[config.mk]
export PLATFORM = sky130hd
export DESIGN_NAME = tec_event_counter
export DESIGN_NICKNAME = d
export VERILOG_FILES = /design/src/tec_pkg.sv /design/src/tec_event_counter.sv
export VERILOG_INCLUDE_DIRS = /design/src /design/src/src
export SDC_FILE = /design/constraint.sdc
export NUM_CORES = 1
export LEC_CHECK = 0
export ABC_CLOCK_PERIOD_IN_PS = 5400
export BUFFER_PORTS_ARGS = -buffer_cell sky130_fd_sc_hd__buf_2
export CAP_MARGIN = 20
export CORE_ASPECT_RATIO = 1.75
export CORE_UTILIZATION = 25
export DETAILED_ROUTE_END_ITERATION = 6
export GPL_ROUTABILITY_DRIVEN = 0
export RECOVER_POWER = 100
export SLEW_MARGIN = 25
export SYNTH_ARGS = -nofsm -noshare
export SYNTH_HDL_FRONTEND = slang
export SYNTH_SLANG_ARGS = --single-unit
[constraint.sdc]
create_clock -name hclk -period 5.4 [get_ports hclk]
set_clock_uncertainty 0.1 [all_clocks]
set_input_delay 0.54 -clock hclk [delete_from_list [all_inputs] [get_ports hclk]]
set_output_delay 0.54 -clock hclk [all_outputs]
set_load 0.01 [all_outputs]
[src/tec_params.svh]
`ifndef TEC_PARAMS_SVH
`define TEC_PARAMS_SVH

// Register byte offsets
`define TEC_OFF_MODE 12'h000
`define TEC_OFF_EDGE 12'h004
`define TEC_OFF_DATA 12'h008
`define TEC_OFF_CNT 12'h00C
`define TEC_OFF_TRIG 12'h010
`define TEC_OFF_STAT 12'h014
`define TEC_OFF_AUX 12'h018

// Mode control fields
`define TEC_MODE_CKS_HI 15
`define TEC_MODE_CKS_LO 14
`define TEC_MODE_CCS_HI 13
`define TEC_MODE_CCS_LO 12
`define TEC_MODE_MAS 11
`define TEC_MODE_MD_HI 4
`define TEC_MODE_MD_LO 1
`define TEC_MODE_MD0 0
`define TEC_MODE_WMASK 16'hFFDF

// Edge select, trigger and aux fields
`define TEC_EDGE_WMASK 8'h03
`define TEC_TRIG_START 0
`define TEC_TRIG_STOP 1
`define TEC_AUX_WMASK 32'h0000_000F

// Field codes
`define TEC_MD_EVENT 4'h3
`define TEC_MD_INTERVAL 4'h0
`define TEC_MD_CAPTURE 4'h2
`define TEC_MD_CNTCAP 4'hB
`define TEC_MD_CAP_ONE 4'h6
`define TEC_CCS_EDGE 2'h1

// Reset values
`define TEC_MODE_RST 16'h0000
`define TEC_EDGE_RST 8'h00
`define TEC_DATA_RST 32'h0000_0000

// Prescaler divide ratios
`define TEC_DIV0 16'h0001
`define TEC_DIV1 16'h0002
`define TEC_DIV2 16'h0004
`define TEC_DIV3 16'h0008

`endif

[src/tec_pkg.sv]
`default_nettype none
package tec_pkg;
  typedef enum logic [1:0] {
    TEC_EDGE_FALL,
    TEC_EDGE_RISE,
    TEC_EDGE_BOTH,
    TEC_EDGE_NONE
  } tec_edge_e;
  typedef logic [1:0] tec_sel_t;
endpackage : tec_pkg
`default_nettype wire

[src/tec_event_counter.sv]
// Behaviour
// - Mode field upper bits 0011 select event count mode.
// - Low mode bit enables start interrupt in interval, capture, count-capture.
// - Start trigger sets enable status and loads counter from data.
// - Enabled event mode, count clock select 01: each effective edge decrements counter, else holds.
// - Edge at zero reloads data and pulses interrupt.
// - Data zero reloads zero, interrupt every effective edge.
// - Stop trigger clears enable; counter holds.
// - Stopped channel ignores edges.
// - Start and stop trigger bits self-clear.
// - Start after stop reloads counter and resumes.
// - Start while counting forces immediate reload.
// - Data register writable anytime; reaches counter at start or reload.
// - Counter readable any time.
// - Edge select 00 falling, 01 rising, 10 both.
// - Count clock select 01 uses input edges as counter clock.
// - Operation clock select picks one of four prescaler outputs.
// - Mode register writes accepted only while channel disabled.
//
// Chosen here: the AHB-Lite register port and the register offsets.
`timescale 1ns/100ps
`default_nettype none
`include "tec_params.svh"

module tec_event_counter
  import tec_pkg::*;
#(
  parameter int CNT_W = 32
) (
  // Bus clock and reset
  input wire logic hclk,
  input wire logic hresetn,
  // AHB-Lite slave
  input wire logic hsel,
  input wire logic [11:0] haddr,
  input wire logic [1:0] htrans,
  input wire logic hwrite,
  input wire logic [2:0] hsize,
  input wire logic [31:0] hwdata,
  input wire logic hready,
  output logic [31:0] hrdata,
  output logic hreadyout,
  output logic hresp,
  // Event input and interrupt
  input wire logic count_input_pin,
  output logic channel_interrupt
);

  // Counter wider than the bus word could not be read back whole
  if (CNT_W < 1 || CNT_W > 32) begin : g_bad_cnt_w
    $error("CNT_W must be 1..32");
  end

  // Bus address phase capture
  logic wr_pend_r;
  logic rd_pend_r;
  logic [11:0] addr_r;
  wire addr_ok = hsel && hready && htrans[1] && (hsize == 3'h2);
  always_ff @(posedge hclk or negedge hresetn) begin
    if (!hresetn) begin
      wr_pend_r <= 1'b0;
      rd_pend_r <= 1'b0;
      addr_r <= 12'h000;
    end else begin
      wr_pend_r <= addr_ok && hwrite;
      rd_pend_r <= addr_ok && !hwrite;
      if (addr_ok) begin
        addr_r <= haddr;
      end
    end
  end
  assign hreadyout = 1'b1;
  assign hresp = 1'b0;

  function automatic logic hit(input logic [11:0] a, input logic [11:0] off);
    hit = (a[11:2] == off[11:2]);
  endfunction : hit

  wire wr_mode = wr_pend_r && hit(addr_r, `TEC_OFF_MODE);
  wire wr_edge = wr_pend_r && hit(addr_r, `TEC_OFF_EDGE);
  wire wr_data = wr_pend_r && hit(addr_r, `TEC_OFF_DATA);
  wire wr_trig = wr_pend_r && hit(addr_r, `TEC_OFF_TRIG);
  wire wr_aux = wr_pend_r && hit(addr_r, `TEC_OFF_AUX);

  // Registers
  logic [15:0] mode_r;
  logic [7:0] edge_r;
  logic [CNT_W-1:0] data_r;
  logic [CNT_W-1:0] cnt_r;
  logic [CNT_W-1:0] cnt_nxt;
  logic [3:0] aux_r;
  logic en_r;
  logic irq_r;

  // Trigger bits never store: they act in the write cycle, read as zero
  wire start_trig = wr_trig && hwdata[`TEC_TRIG_START];
  wire stop_trig = wr_trig && hwdata[`TEC_TRIG_STOP];

  wire [3:0] md_hi = mode_r[`TEC_MODE_MD_HI:`TEC_MODE_MD_LO];
  wire md0 = mode_r[`TEC_MODE_MD0];
  tec_sel_t cks;
  tec_sel_t ccs;
  assign cks = mode_r[`TEC_MODE_CKS_HI:`TEC_MODE_CKS_LO];
  assign ccs = mode_r[`TEC_MODE_CCS_HI:`TEC_MODE_CCS_LO];
  wire ev_mode = (md_hi == `TEC_MD_EVENT);
  wire start_irq_mode = (md_hi == `TEC_MD_INTERVAL) || (md_hi == `TEC_MD_CAPTURE)
                        || (md_hi == `TEC_MD_CNTCAP);

  always_ff @(posedge hclk or negedge hresetn) begin
    if (!hresetn) begin
      mode_r <= `TEC_MODE_RST;
      edge_r <= `TEC_EDGE_RST;
      data_r <= '0;
      aux_r <= 4'h0;
    end else begin
      if (wr_mode && !en_r) begin
        mode_r <= hwdata[15:0] & `TEC_MODE_WMASK;
      end
      if (wr_edge) begin
        edge_r <= hwdata[7:0] & `TEC_EDGE_WMASK;
      end
      if (wr_data) begin
        data_r <= hwdata[CNT_W-1:0];
      end
      if (wr_aux) begin
        aux_r <= hwdata[3:0];
      end
    end
  end

  // Prescaler: four divided enables, one chosen as operation clock
  logic [15:0] pre_r;
  logic [3:0] ck_tick;
  always_ff @(posedge hclk or negedge hresetn) begin
    if (!hresetn) begin
      pre_r <= 16'h0000;
    end else begin
      pre_r <= pre_r + 16'h0001;
    end
  end
  localparam logic [15:0] DIVS [4] = '{`TEC_DIV0, `TEC_DIV1, `TEC_DIV2, `TEC_DIV3};
  genvar gi;
  generate
    for (gi = 0; gi < 4; gi++) begin : g_ck
      assign ck_tick[gi] = ((pre_r & (DIVS[gi] - 16'h0001)) == 16'h0000);
    end
  endgenerate
  wire op_tick = ck_tick[cks];

  // Input synchroniser and edge detection
  logic [2:0] pin_sync_r;
  always_ff @(posedge hclk or negedge hresetn) begin
    if (!hresetn) begin
      pin_sync_r <= 3'b000;
    end else begin
      pin_sync_r <= {pin_sync_r[1:0], count_input_pin};
    end
  end
  wire rise = pin_sync_r[1] && !pin_sync_r[2];
  wire fall = !pin_sync_r[1] && pin_sync_r[2];
  tec_edge_e esel;
  assign esel = tec_edge_e'(edge_r[1:0]);
  logic eff_edge;
  always_comb begin
    unique case (esel)
      TEC_EDGE_FALL: eff_edge = fall;
      TEC_EDGE_RISE: eff_edge = rise;
      TEC_EDGE_BOTH: eff_edge = rise || fall;
      TEC_EDGE_NONE: eff_edge = 1'b0;
    endcase
  end

  // Count clock: input edge or prescaled operation clock
  wire cnt_tick = (ccs == `TEC_CCS_EDGE) ? eff_edge : op_tick;
  // Stop and edge in one cycle: the stop wins, so a stopped count never moves
  wire do_count = en_r && ev_mode && cnt_tick && !start_trig && !stop_trig;
  wire at_zero = (cnt_r == '0);
  wire zero_hit = do_count && at_zero;
  wire start_irq = start_trig && start_irq_mode && md0;

  always_comb begin
    cnt_nxt = cnt_r;
    if (start_trig) begin
      cnt_nxt = data_r;
    end else if (do_count) begin
      cnt_nxt = at_zero ? data_r : cnt_r - 1'b1;
    end
  end

  always_ff @(posedge hclk or negedge hresetn) begin
    if (!hresetn) begin
      en_r <= 1'b0;
      cnt_r <= '0;
      irq_r <= 1'b0;
    end else begin
      if (start_trig) begin
        en_r <= 1'b1;
      end else if (stop_trig) begin
        en_r <= 1'b0;
      end
      cnt_r <= cnt_nxt;
      irq_r <= zero_hit || start_irq;
    end
  end
  assign channel_interrupt = irq_r;

  // Read mux; counter readable without side effects
  logic [31:0] rd_val;
  always_comb begin
    rd_val = 32'h0000_0000;
    if (hit(addr_r, `TEC_OFF_MODE)) rd_val = {16'h0000, mode_r};
    if (hit(addr_r, `TEC_OFF_EDGE)) rd_val = {24'h00_0000, edge_r};
    if (hit(addr_r, `TEC_OFF_DATA)) rd_val = 32'(data_r);
    if (hit(addr_r, `TEC_OFF_CNT)) rd_val = 32'(cnt_r);
    if (hit(addr_r, `TEC_OFF_STAT)) rd_val = {31'h0000_0000, en_r};
    if (hit(addr_r, `TEC_OFF_AUX)) rd_val = {28'h000_0000, aux_r} & `TEC_AUX_WMASK;
  end
  assign hrdata = rd_pend_r ? rd_val : 32'h0000_0000;
  wire rd_trig = rd_pend_r && hit(addr_r, `TEC_OFF_TRIG);

  // Checks
  property p_start_load;
    @(posedge hclk) disable iff (!hresetn)
      start_trig |=> (en_r && cnt_r == $past(data_r));
  endproperty
  a_start_load: assert property (p_start_load) else $error("start did not load");

  property p_stop;
    @(posedge hclk) disable iff (!hresetn)
      (stop_trig && !start_trig) |=> (!en_r && cnt_r == $past(cnt_r));
  endproperty
  a_stop: assert property (p_stop) else $error("stop failed");

  property p_idle_hold;
    @(posedge hclk) disable iff (!hresetn)
      (!en_r && !start_trig) |=> cnt_r == $past(cnt_r);
  endproperty
  a_idle_hold: assert property (p_idle_hold) else $error("stopped counter moved");

  property p_dec;
    @(posedge hclk) disable iff (!hresetn)
      (do_count && !at_zero) |=> (cnt_r == $past(cnt_r) - 1'b1) && !channel_interrupt;
  endproperty
  a_dec: assert property (p_dec) else $error("decrement wrong");

  property p_reload;
    @(posedge hclk) disable iff (!hresetn)
      (do_count && at_zero) |=> (channel_interrupt && cnt_r == $past(data_r));
  endproperty
  a_reload: assert property (p_reload) else $error("zero reload wrong");

  property p_zero_data;
    @(posedge hclk) disable iff (!hresetn)
      (do_count && data_r == '0 && at_zero) |=> ##0 channel_interrupt ##0 at_zero;
  endproperty
  a_zero_data: assert property (p_zero_data) else $error("zero data irq missing");

  property p_mode_lock;
    @(posedge hclk) disable iff (!hresetn)
      (wr_mode && en_r) |=> mode_r == $past(mode_r);
  endproperty
  a_mode_lock: assert property (p_mode_lock) else $error("mode changed while on");

  property p_irq_pulse;
    @(posedge hclk) disable iff (!hresetn)
      (channel_interrupt && !cnt_tick && !start_trig) |=> !channel_interrupt;
  endproperty
  a_irq_pulse: assert property (p_irq_pulse) else $error("irq stretched");

  property p_edge_none;
    @(posedge hclk) disable iff (!hresetn)
      (esel == TEC_EDGE_NONE) |-> !eff_edge;
  endproperty
  a_edge_none: assert property (p_edge_none) else $error("code 11 saw edge");

  // Start interrupt, mode gating, count clock and input timing
  property p_start_irq;
    @(posedge hclk) disable iff (!hresetn)
      start_irq |=> channel_interrupt;
  endproperty
  a_start_irq: assert property (p_start_irq) else $error("start irq missing");

  property p_start_quiet;
    @(posedge hclk) disable iff (!hresetn)
      (start_trig && !(start_irq_mode && md0)) |=> !channel_interrupt;
  endproperty
  a_start_quiet: assert property (p_start_quiet) else $error("start irq unexpected");

  property p_ev_only;
    @(posedge hclk) disable iff (!hresetn)
      (!ev_mode && !start_trig) |=> cnt_r == $past(cnt_r);
  endproperty
  a_ev_only: assert property (p_ev_only) else $error("count outside event mode");

  property p_edge_clock;
    @(posedge hclk) disable iff (!hresetn)
      (ccs == `TEC_CCS_EDGE && !eff_edge && !start_trig) |=> cnt_r == $past(cnt_r);
  endproperty
  a_edge_clock: assert property (p_edge_clock) else $error("count without edge");

  property p_fall_edge;
    @(posedge hclk) disable iff (!hresetn)
      (esel == TEC_EDGE_FALL && eff_edge) |-> !pin_sync_r[1] && $past(pin_sync_r[1]);
  endproperty
  a_fall_edge: assert property (p_fall_edge) else $error("false falling edge");

  property p_rise_edge;
    @(posedge hclk) disable iff (!hresetn)
      (esel == TEC_EDGE_RISE && eff_edge) |-> pin_sync_r[1] && !$past(pin_sync_r[1]);
  endproperty
  a_rise_edge: assert property (p_rise_edge) else $error("false rising edge");

  property p_prescale;
    @(posedge hclk) disable iff (!hresetn)
      (cks == 2'b11 && op_tick) |-> pre_r[2:0] == 3'h0;
  endproperty
  a_prescale: assert property (p_prescale) else $error("prescaler tick off");

  property p_trig_zero;
    @(posedge hclk) disable iff (!hresetn)
      rd_trig |-> hrdata == 32'h0000_0000;
  endproperty
  a_trig_zero: assert property (p_trig_zero) else $error("trigger bits read back");

  property p_irq_cause;
    @(posedge hclk) disable iff (!hresetn)
      channel_interrupt |-> $past(zero_hit) || $past(start_irq);
  endproperty
  a_irq_cause: assert property (p_irq_cause) else $error("irq without cause");

  c_reload: cover property (@(posedge hclk) disable iff (!hresetn) do_count && at_zero);
  c_restart: cover property (@(posedge hclk) disable iff (!hresetn) start_trig && en_r);
  c_stop_edge: cover property (@(posedge hclk) disable iff (!hresetn) !en_r && eff_edge);
  c_start_irq: cover property (@(posedge hclk) disable iff (!hresetn) start_irq);
  c_zero_data: cover property (@(posedge hclk) disable iff (!hresetn) do_count && data_r == '0);

endmodule : tec_event_counter
`default_nettype wire

==> results of run 1 <==
==> sequential cells by signal (all words and copies together) (netlist names) <==
name	flops
pre_r	3
pin_sync_r	3
data_r	32
cnt_r	32
edge_r	2
aux_r	4
mode_r	15
channel_interrupt	1
en_r	1
rd_pend_r	1
wr_pend_r	1
addr_r	10
==> critical path, stage by stage, from the launching register on <==
cell and delay, ns:
dfrtp_1 1.02, nand2b_1 0.29, nor2b_1 0.21, o21ai_1 0.12
clkbuf_1 0.66, nand2b_1 0.58, o21ai_0 0.25, clkbuf_1 0.17
==> cell usage after synthesis, drive strengths merged, types with 2 or more instances <==
cell type  instances  area, um2
mux2              78      991.0
nor3b             15      112.6
nand3b             3      22.52
a22oi             23      172.7
a21oi             63      315.3
nor2              49      183.9
o2bb2ai            2      17.52
ha                 6      75.07
and4               3      26.28
clkbuf            23      86.33
a21boi             3      22.52
buf               15      103.8
or4                7      52.55
nand3             19      95.09
dfrtp            105       2628
o211ai             4      30.03
nor2b              5      31.28
and2               2      12.51
o21ai             42      210.2
nor4              12      96.34
nand4b             2      17.52
conb               2      7.510
nand4             12      75.07
nand2             26      100.1
o31ai              2      15.01
inv               12      45.04
and3               3      18.77
nor3              13      70.07
a31o               2      17.52
or3                2      17.52
o32ai              2      17.52
a21o               4      30.03
nand2b             5      31.28
==> path summary, 6_finish.rpt <==
path                                       to  slack [ns]  cells past startpoint
min in group asynchronous           mode_r[6]        1.41                      1
worst max register to register     data_r[20]        1.13                      6
worst max-delay path                hrdata[2]        1.08                      7
max in group asynchronous           mode_r[0]        1.64                      1
worst min-delay path            pin_sync_r[0]        0.18                      1
worst min register to register  pin_sync_r[1]        0.26                      0
==> metrics by stage <==
stage	power (mW)	hold WS, ns
final	1.718	0.1836
after global routing	1.791	0.1843
after CTS	1.755	0.1767
after detailed placement	1.105	0.2389
after global placement	1.101	0.2351
after floorplan	1.022	0.1444
==> power by group through the flow <==
stage / Combinational [mW] / Clock, mW / Sequential (mW)
2_1_floorplan: 0.152 / 0 / 0.870
3_3_place_gp: 0.208 / 0 / 0.892
3_5_place_dp: 0.211 / 0 / 0.894
4_1_cts: 0.212 / 0.665 / 0.878
5_1_grt: 0.219 / 0.687 / 0.886
6_report: 0.196 / 0.645 / 0.877
==> layer usage <==
metal  up-vias  routed length, um  share of wire (%)  GRT usage (%)
met4         0                447                2.7          7.280
li1       2304                  -                  -              -
met5         -                  0                  0              0
met1      2332               6649                 40          15.28
met2        93               9011                 55          25.99
met3        26                397                2.4          1.580
==> final cells by class <==
class / count / area (um2) / area share [%]
Tap cell: 304 / 380.4 / 5.675
Clock inverter: 7 / 60.06 / 0.8960
Multi-Input combinational cell: 429 / 2942 / 43.89
Clock buffer: 9 / 225.2 / 3.360
Inverter: 12 / 45.04 / 0.6720
Timing Repair Buffer: 91 / 422.9 / 6.310
Sequential cell: 105 / 2628 / 39.20
==> cells by family after synthesis <==
family | Yosys count
adders and majority gates | 6
xor gates and xnor gates | 1
DFF | 105
other | 2
muxes | 79
AOI/OAI and AO/OA | 159
and+or+nand+nor | 182
buffers and inverters | 50
==> summary.md, run 1 <==
| Metric | Value |
|---|---|
| Final hold vios | 0 |
| First drt pass iteration count | 5 |
| N_diodes | 0 |
| Final Util | 28.84% |
| Period utilization | 79.98% |
| FMAX | 0.2315 GHz |
| Cell count after synthesis | 584 |
| Clk Latency, worst-skew pair | 0.36 ns |
| Multiplexer area fraction after synthesis | 16.95% |
| Setup Buffers After CTS | 0 |
| Area of placed instances | 6584 um2 |
| Htree depth | 3 |
| Violated checks | capacitance limit, slew limit |
| DP Worst Slack | 1.889 ns |
| Internal power | 1.246 mW |
| HP Start | count_input_pin |
| Net switching power | 0.4722 mW |
| Avg Vias per Cell | 4.969 |
| Worst Setup SP | addr_r[3] |
| TritonCTS sink count | 105 |
| Syn_nets | 645 |
| Share of cells above drive strength 1 | 19.91% |
| Primary FF master, synth | dfrtp_1 |
| Max-slew violations | 123 |
| Non-Filler Instances | 957 |
| Syn Area/Cell | 10.11 um2 |
| Clk slew on worst S/H paths | 0.08 ns |
| CTS tree | done |
| Worst EP arrival | 3.68 ns |
| FP Rows | 74 |
| Detailed Place HPWL | 12.27 mm |
| Die H | 205.3 um |
| Synth Area in XOR/XNOR | 0.1483% |
| Largest family of logic cells by synthesized area | multiplexers |
| Total routed wirelength | 16.51 mm |
| Slew at the pin with the worst max-slew slack | 3.837 ns |
| PnR worst setup slack | 1.081 ns |
| Hold_buf cts | 0 |
| Synth Area in Compound Gates | 16.14% |
| Leakage | 2.780 nW |
| Seq/Total Area, Yosys | 44.48% |
| Yosys cell types | 61 |
| Worst Setup Start Kind | flip-flop |
| Total core area | 23240 um2 |
| Vias | 4755 |
| CP required | 4.76 ns |
| Worst-path fanout max | 33 |
| Port buffer count | 84 |
| Largest net degree at the start of global routing | 68 |
| P&R area growth vs syn | 13.47% |
| Dpl cells | 941 |
| Die ar. | 24270 um2 |
| Post-synth EDFFs | 0 |
| Design Area, Final | 6703 um2 |
| Filler Cells Inserted | 2485 |
| Power per cell area | 256.4 nW/um2 |
| Top Ports | 90 |
| Commonest non-fill, non-tap cells in the layout | 105 x dfrtp_1, 62 x a21oi_1, 52 x buf_2, 49 x nor2_1, 48 x mux2_2 |
| Die X | 118.2 um |
| Simple-gate share of the synthesized area | 16.90% |
| Worst reg2reg startpoint | addr_r[3] |
| Clk pwr share | 37.6% |
| Worst setup EP type | primary output |
| Most common cell after layout, fill and taps aside | dfrtp_1 |
| Ys async rst share | 100.0% |
| GRT Residual Overflow | 0 |
| Vias in the first global route | 4783 |
| RSZ-0062 raised after global routing | false |
| Combinational fraction of design power | 11.4% |
| Setup TNS | 0 ns |
| Critical path type | flip-flop to primary output |
| HP Class | input port to flip-flop |
| Overall Global Routing Usage | 13.89% |
| Synth Cell Area | 5907 um2 |
| Switching share of power | 27.48% |
| Status | finished with violations |
| NumNets Final | 709 |
| Cts repair resizes | 0 |
| Drt initial violations | 266 |
| Residual DRC | 0 |
| Relative slew margins | -155.8% |
| Peak VDD IR | 0.1296 mV |
| Initial Util | 25.42% |
| Seq cells post-synth | 105 |
| Adder-cell share of the synthesized area | 1.271% |
| Per-cell routed wire length | 17.25 um |
| First-pass GRT wire length | 26.15 mm |
| Initial antenna violation count | 0 |
| Cts bufs inserted | 9 |
| Final worst path period need | 4.319 ns |
| Post-DRT Antenna Nets | 0 |
| # setup viols final | 0 |
| CTS root buffer | clkbuf_16 |
| Sequential group share of total power | 51.0% |
| CTS Buffer Depth | 2 |
| Ys Warns | 0 |
| Maxcap violations | 2 |
Note: power is estimated with default switching activity, not from simulation.
==> run 2: changes to the inputs <==
Settings changed: ABC_CLOCK_PERIOD_IN_PS 5400 to 3760.
Clock period 5.4 ns to 3.76 ns, I/O delays scaled along.
==> run 2 against run 1 <==
Effect of this change: the flow still finishes with violations (capacitance limit, slew limit); flip-flop and latch count unchanged; clock power increased by 42%; non-clock buffer count rose by 12; critical endpoint unchanged; largest cell class unchanged.
==> summary.md, run 2 (same netlist as run 1, synthesis figures left out) <==
| Metric | Value |
|---|---|
| Clk Latency, worst-skew pair | 0.35 ns |
| NumNets Final | 721 |
| HP Class | input port to flip-flop |
| Cts bufs inserted | 9 |
| CTS tree | done |
| CP required | 3.28 ns |
| Vias in the first global route | 4893 |
| Slowest cell delay on critical path | 0.54 ns |
| Initial Util | 25.42% |
| Top delay family on crit path | simple AND/OR/NAND/NOR gates |
| Area of placed instances | 6691 um2 |
| Initial antenna violation count | 1 |
| Clk slew on worst S/H paths | 0.06 ns |
| Critical path type | flip-flop to primary output |
| P&R area growth vs syn | 14.76% |
| Worst setup EP type | primary output |
| Htree depth | 3 |
| Largest registers | cnt_r x32, data_r x32, mode_r x15 |
| First-pass GRT wire length | 26.72 mm |
| Final worst path period need | 3.419 ns |
| Hold Worst Slack | 0.03900 ns |
| Status | finished with violations |
| Most common cell after layout, fill and taps aside | dfrtp_1 |
| FMAX | 0.2925 GHz |
| Die H | 205.3 um |
| Vias | 4736 |
| Non-Filler Instances | 966 |
| Commonest non-fill, non-tap cells in the layout | 105 x dfrtp_1, 62 x a21oi_1, 52 x buf_2, 49 x nor2_1, 48 x mux2_2 |
| Drt initial violations | 209 |
| Per-cell routed wire length | 17.17 um |
| Worst Setup Start Kind | flip-flop |
| Worst path cell trace | or4_1 -> or3_1 -> nor3_2 -> nand2b_1 -> o21ai_0 -> clkbuf_1 |
| Power per cell area | 363.6 nW/um2 |
| Leakage | 2.831 nW |
| Worst EP arrival | 2.94 ns |
| Buf+Inv Stages, Crit Path | 1 |
| Share of cells above drive strength 1 | 20.27% |
| TritonCTS sink count | 105 |
| Die ar. | 24270 um2 |
| Slew at the pin with the worst max-slew slack | 2.216 ns |
| Total routed wirelength | 16.59 mm |
| GRT Residual Overflow | 0 |
| CP max-delay cell | or4_1 |
| Top Ports | 90 |
| Overall Global Routing Usage | 14.09% |
| Post-DRT Antenna Nets | 0 |
| Design Area, Final | 6779 um2 |
| Final hold vios | 0 |
| CTS Buffer Depth | 2 |
| RSZ-0062 raised after global routing | false |
| Hold_buf cts | 1 |
| Peak VDD IR | 0.1951 mV |
| # setup viols final | 0 |
| Setup Buffers After CTS | 0 |
| Setup TNS | 0 ns |
| Filler Cells Inserted | 2488 |
| Worst-path fanout max | 13 |
| Relative slew margins | -47.76% |
| FP Rows | 74 |
| Maxcap violations | 1 |
| Period utilization | 90.93% |
| Avg Vias per Cell | 4.903 |
| Largest net degree at the start of global routing | 39 |
| Dpl cells | 952 |
| Total core area | 23240 um2 |
| Die X | 118.2 um |
| Max-slew violations | 39 |
| Detailed Place HPWL | 12.81 mm |
| Violated checks | capacitance limit, slew limit |
| Cts repair resizes | 0 |
| CTS root buffer | clkbuf_16 |
| First drt pass iteration count | 4 |
| Port buffer count | 84 |
| Residual DRC | 0 |
==> run 2: changes by cell type in the layout (fill, tap and decap cells not counted), sizes merged <==
cell         delta
buf            +11
bufinv          +1
clkbuf          +2
clkinv          -1
clkinvlp        -2
diode           +1
dlygate4sd3     +1
inv             -4
==> run 2: report_power, final <==
| group | internal (mW) | switching [mW] | total [mW] |
|---|---|---|---|
| clock | 0.521 | 0.398 | 0.919 |
| combinational | 0.141 | 0.161 | 0.302 |
| sequential | 1.19 | 0.0546 | 1.24 |
| total | 1.85 | 0.613 | 2.47 |
==> run 2: worst paths after layout <==
path                                  from       endpoint  slack (ns)  cells after the start
max                              addr_r[7]      hrdata[2]        0.34                      6
min                        count_input_pin  pin_sync_r[0]        0.04                      1
max reg2reg                       cnt_r[0]       cnt_r[2]        0.44                      8
min reg2reg                  pin_sync_r[0]  pin_sync_r[1]        0.25                      0
max in group asynchronous          hresetn  pin_sync_r[1]        0.64                      3
min in group asynchronous          hresetn     data_r[28]        1.13                      2
==> run 2: layer usage <==
metal	wire [um]	global-route usage, %
met1	6534	15.12
met3	420	1.857
met4	398	6.364
met5	0	0
met2	9236	27.06
==> run 2: cell type report <==
| cell class | count | area [um2] | area share [%] |
|---|---|---|---|
| clock inverters | 1 | 30.03 | 0.4430 |
| repair buffers | 103 | 529.3 | 7.807 |
| inverters | 12 | 45.04 | 0.6645 |
| flip-flops and latches | 105 | 2628 | 38.76 |
| clock buffers | 11 | 242.7 | 3.581 |
| well taps | 304 | 380.4 | 5.611 |
| diodes | 1 | 2.502 | 0.03691 |
| multi-input cells | 429 | 2922 | 43.10 |
==> run 2: per-stage QoR <==
step / worst slack (ns) / util [%] / total power, mW
floorplan: 1.065 / - / 1.468
global placement: 0.7195 / 28.79 / 1.583
detailed placement: 0.7629 / 28.79 / 1.589
CTS: 0.3713 / 30.01 / 2.521
global route: 0.1065 / 29.17 / 2.577
finish: 0.3411 / 29.17 / 2.465
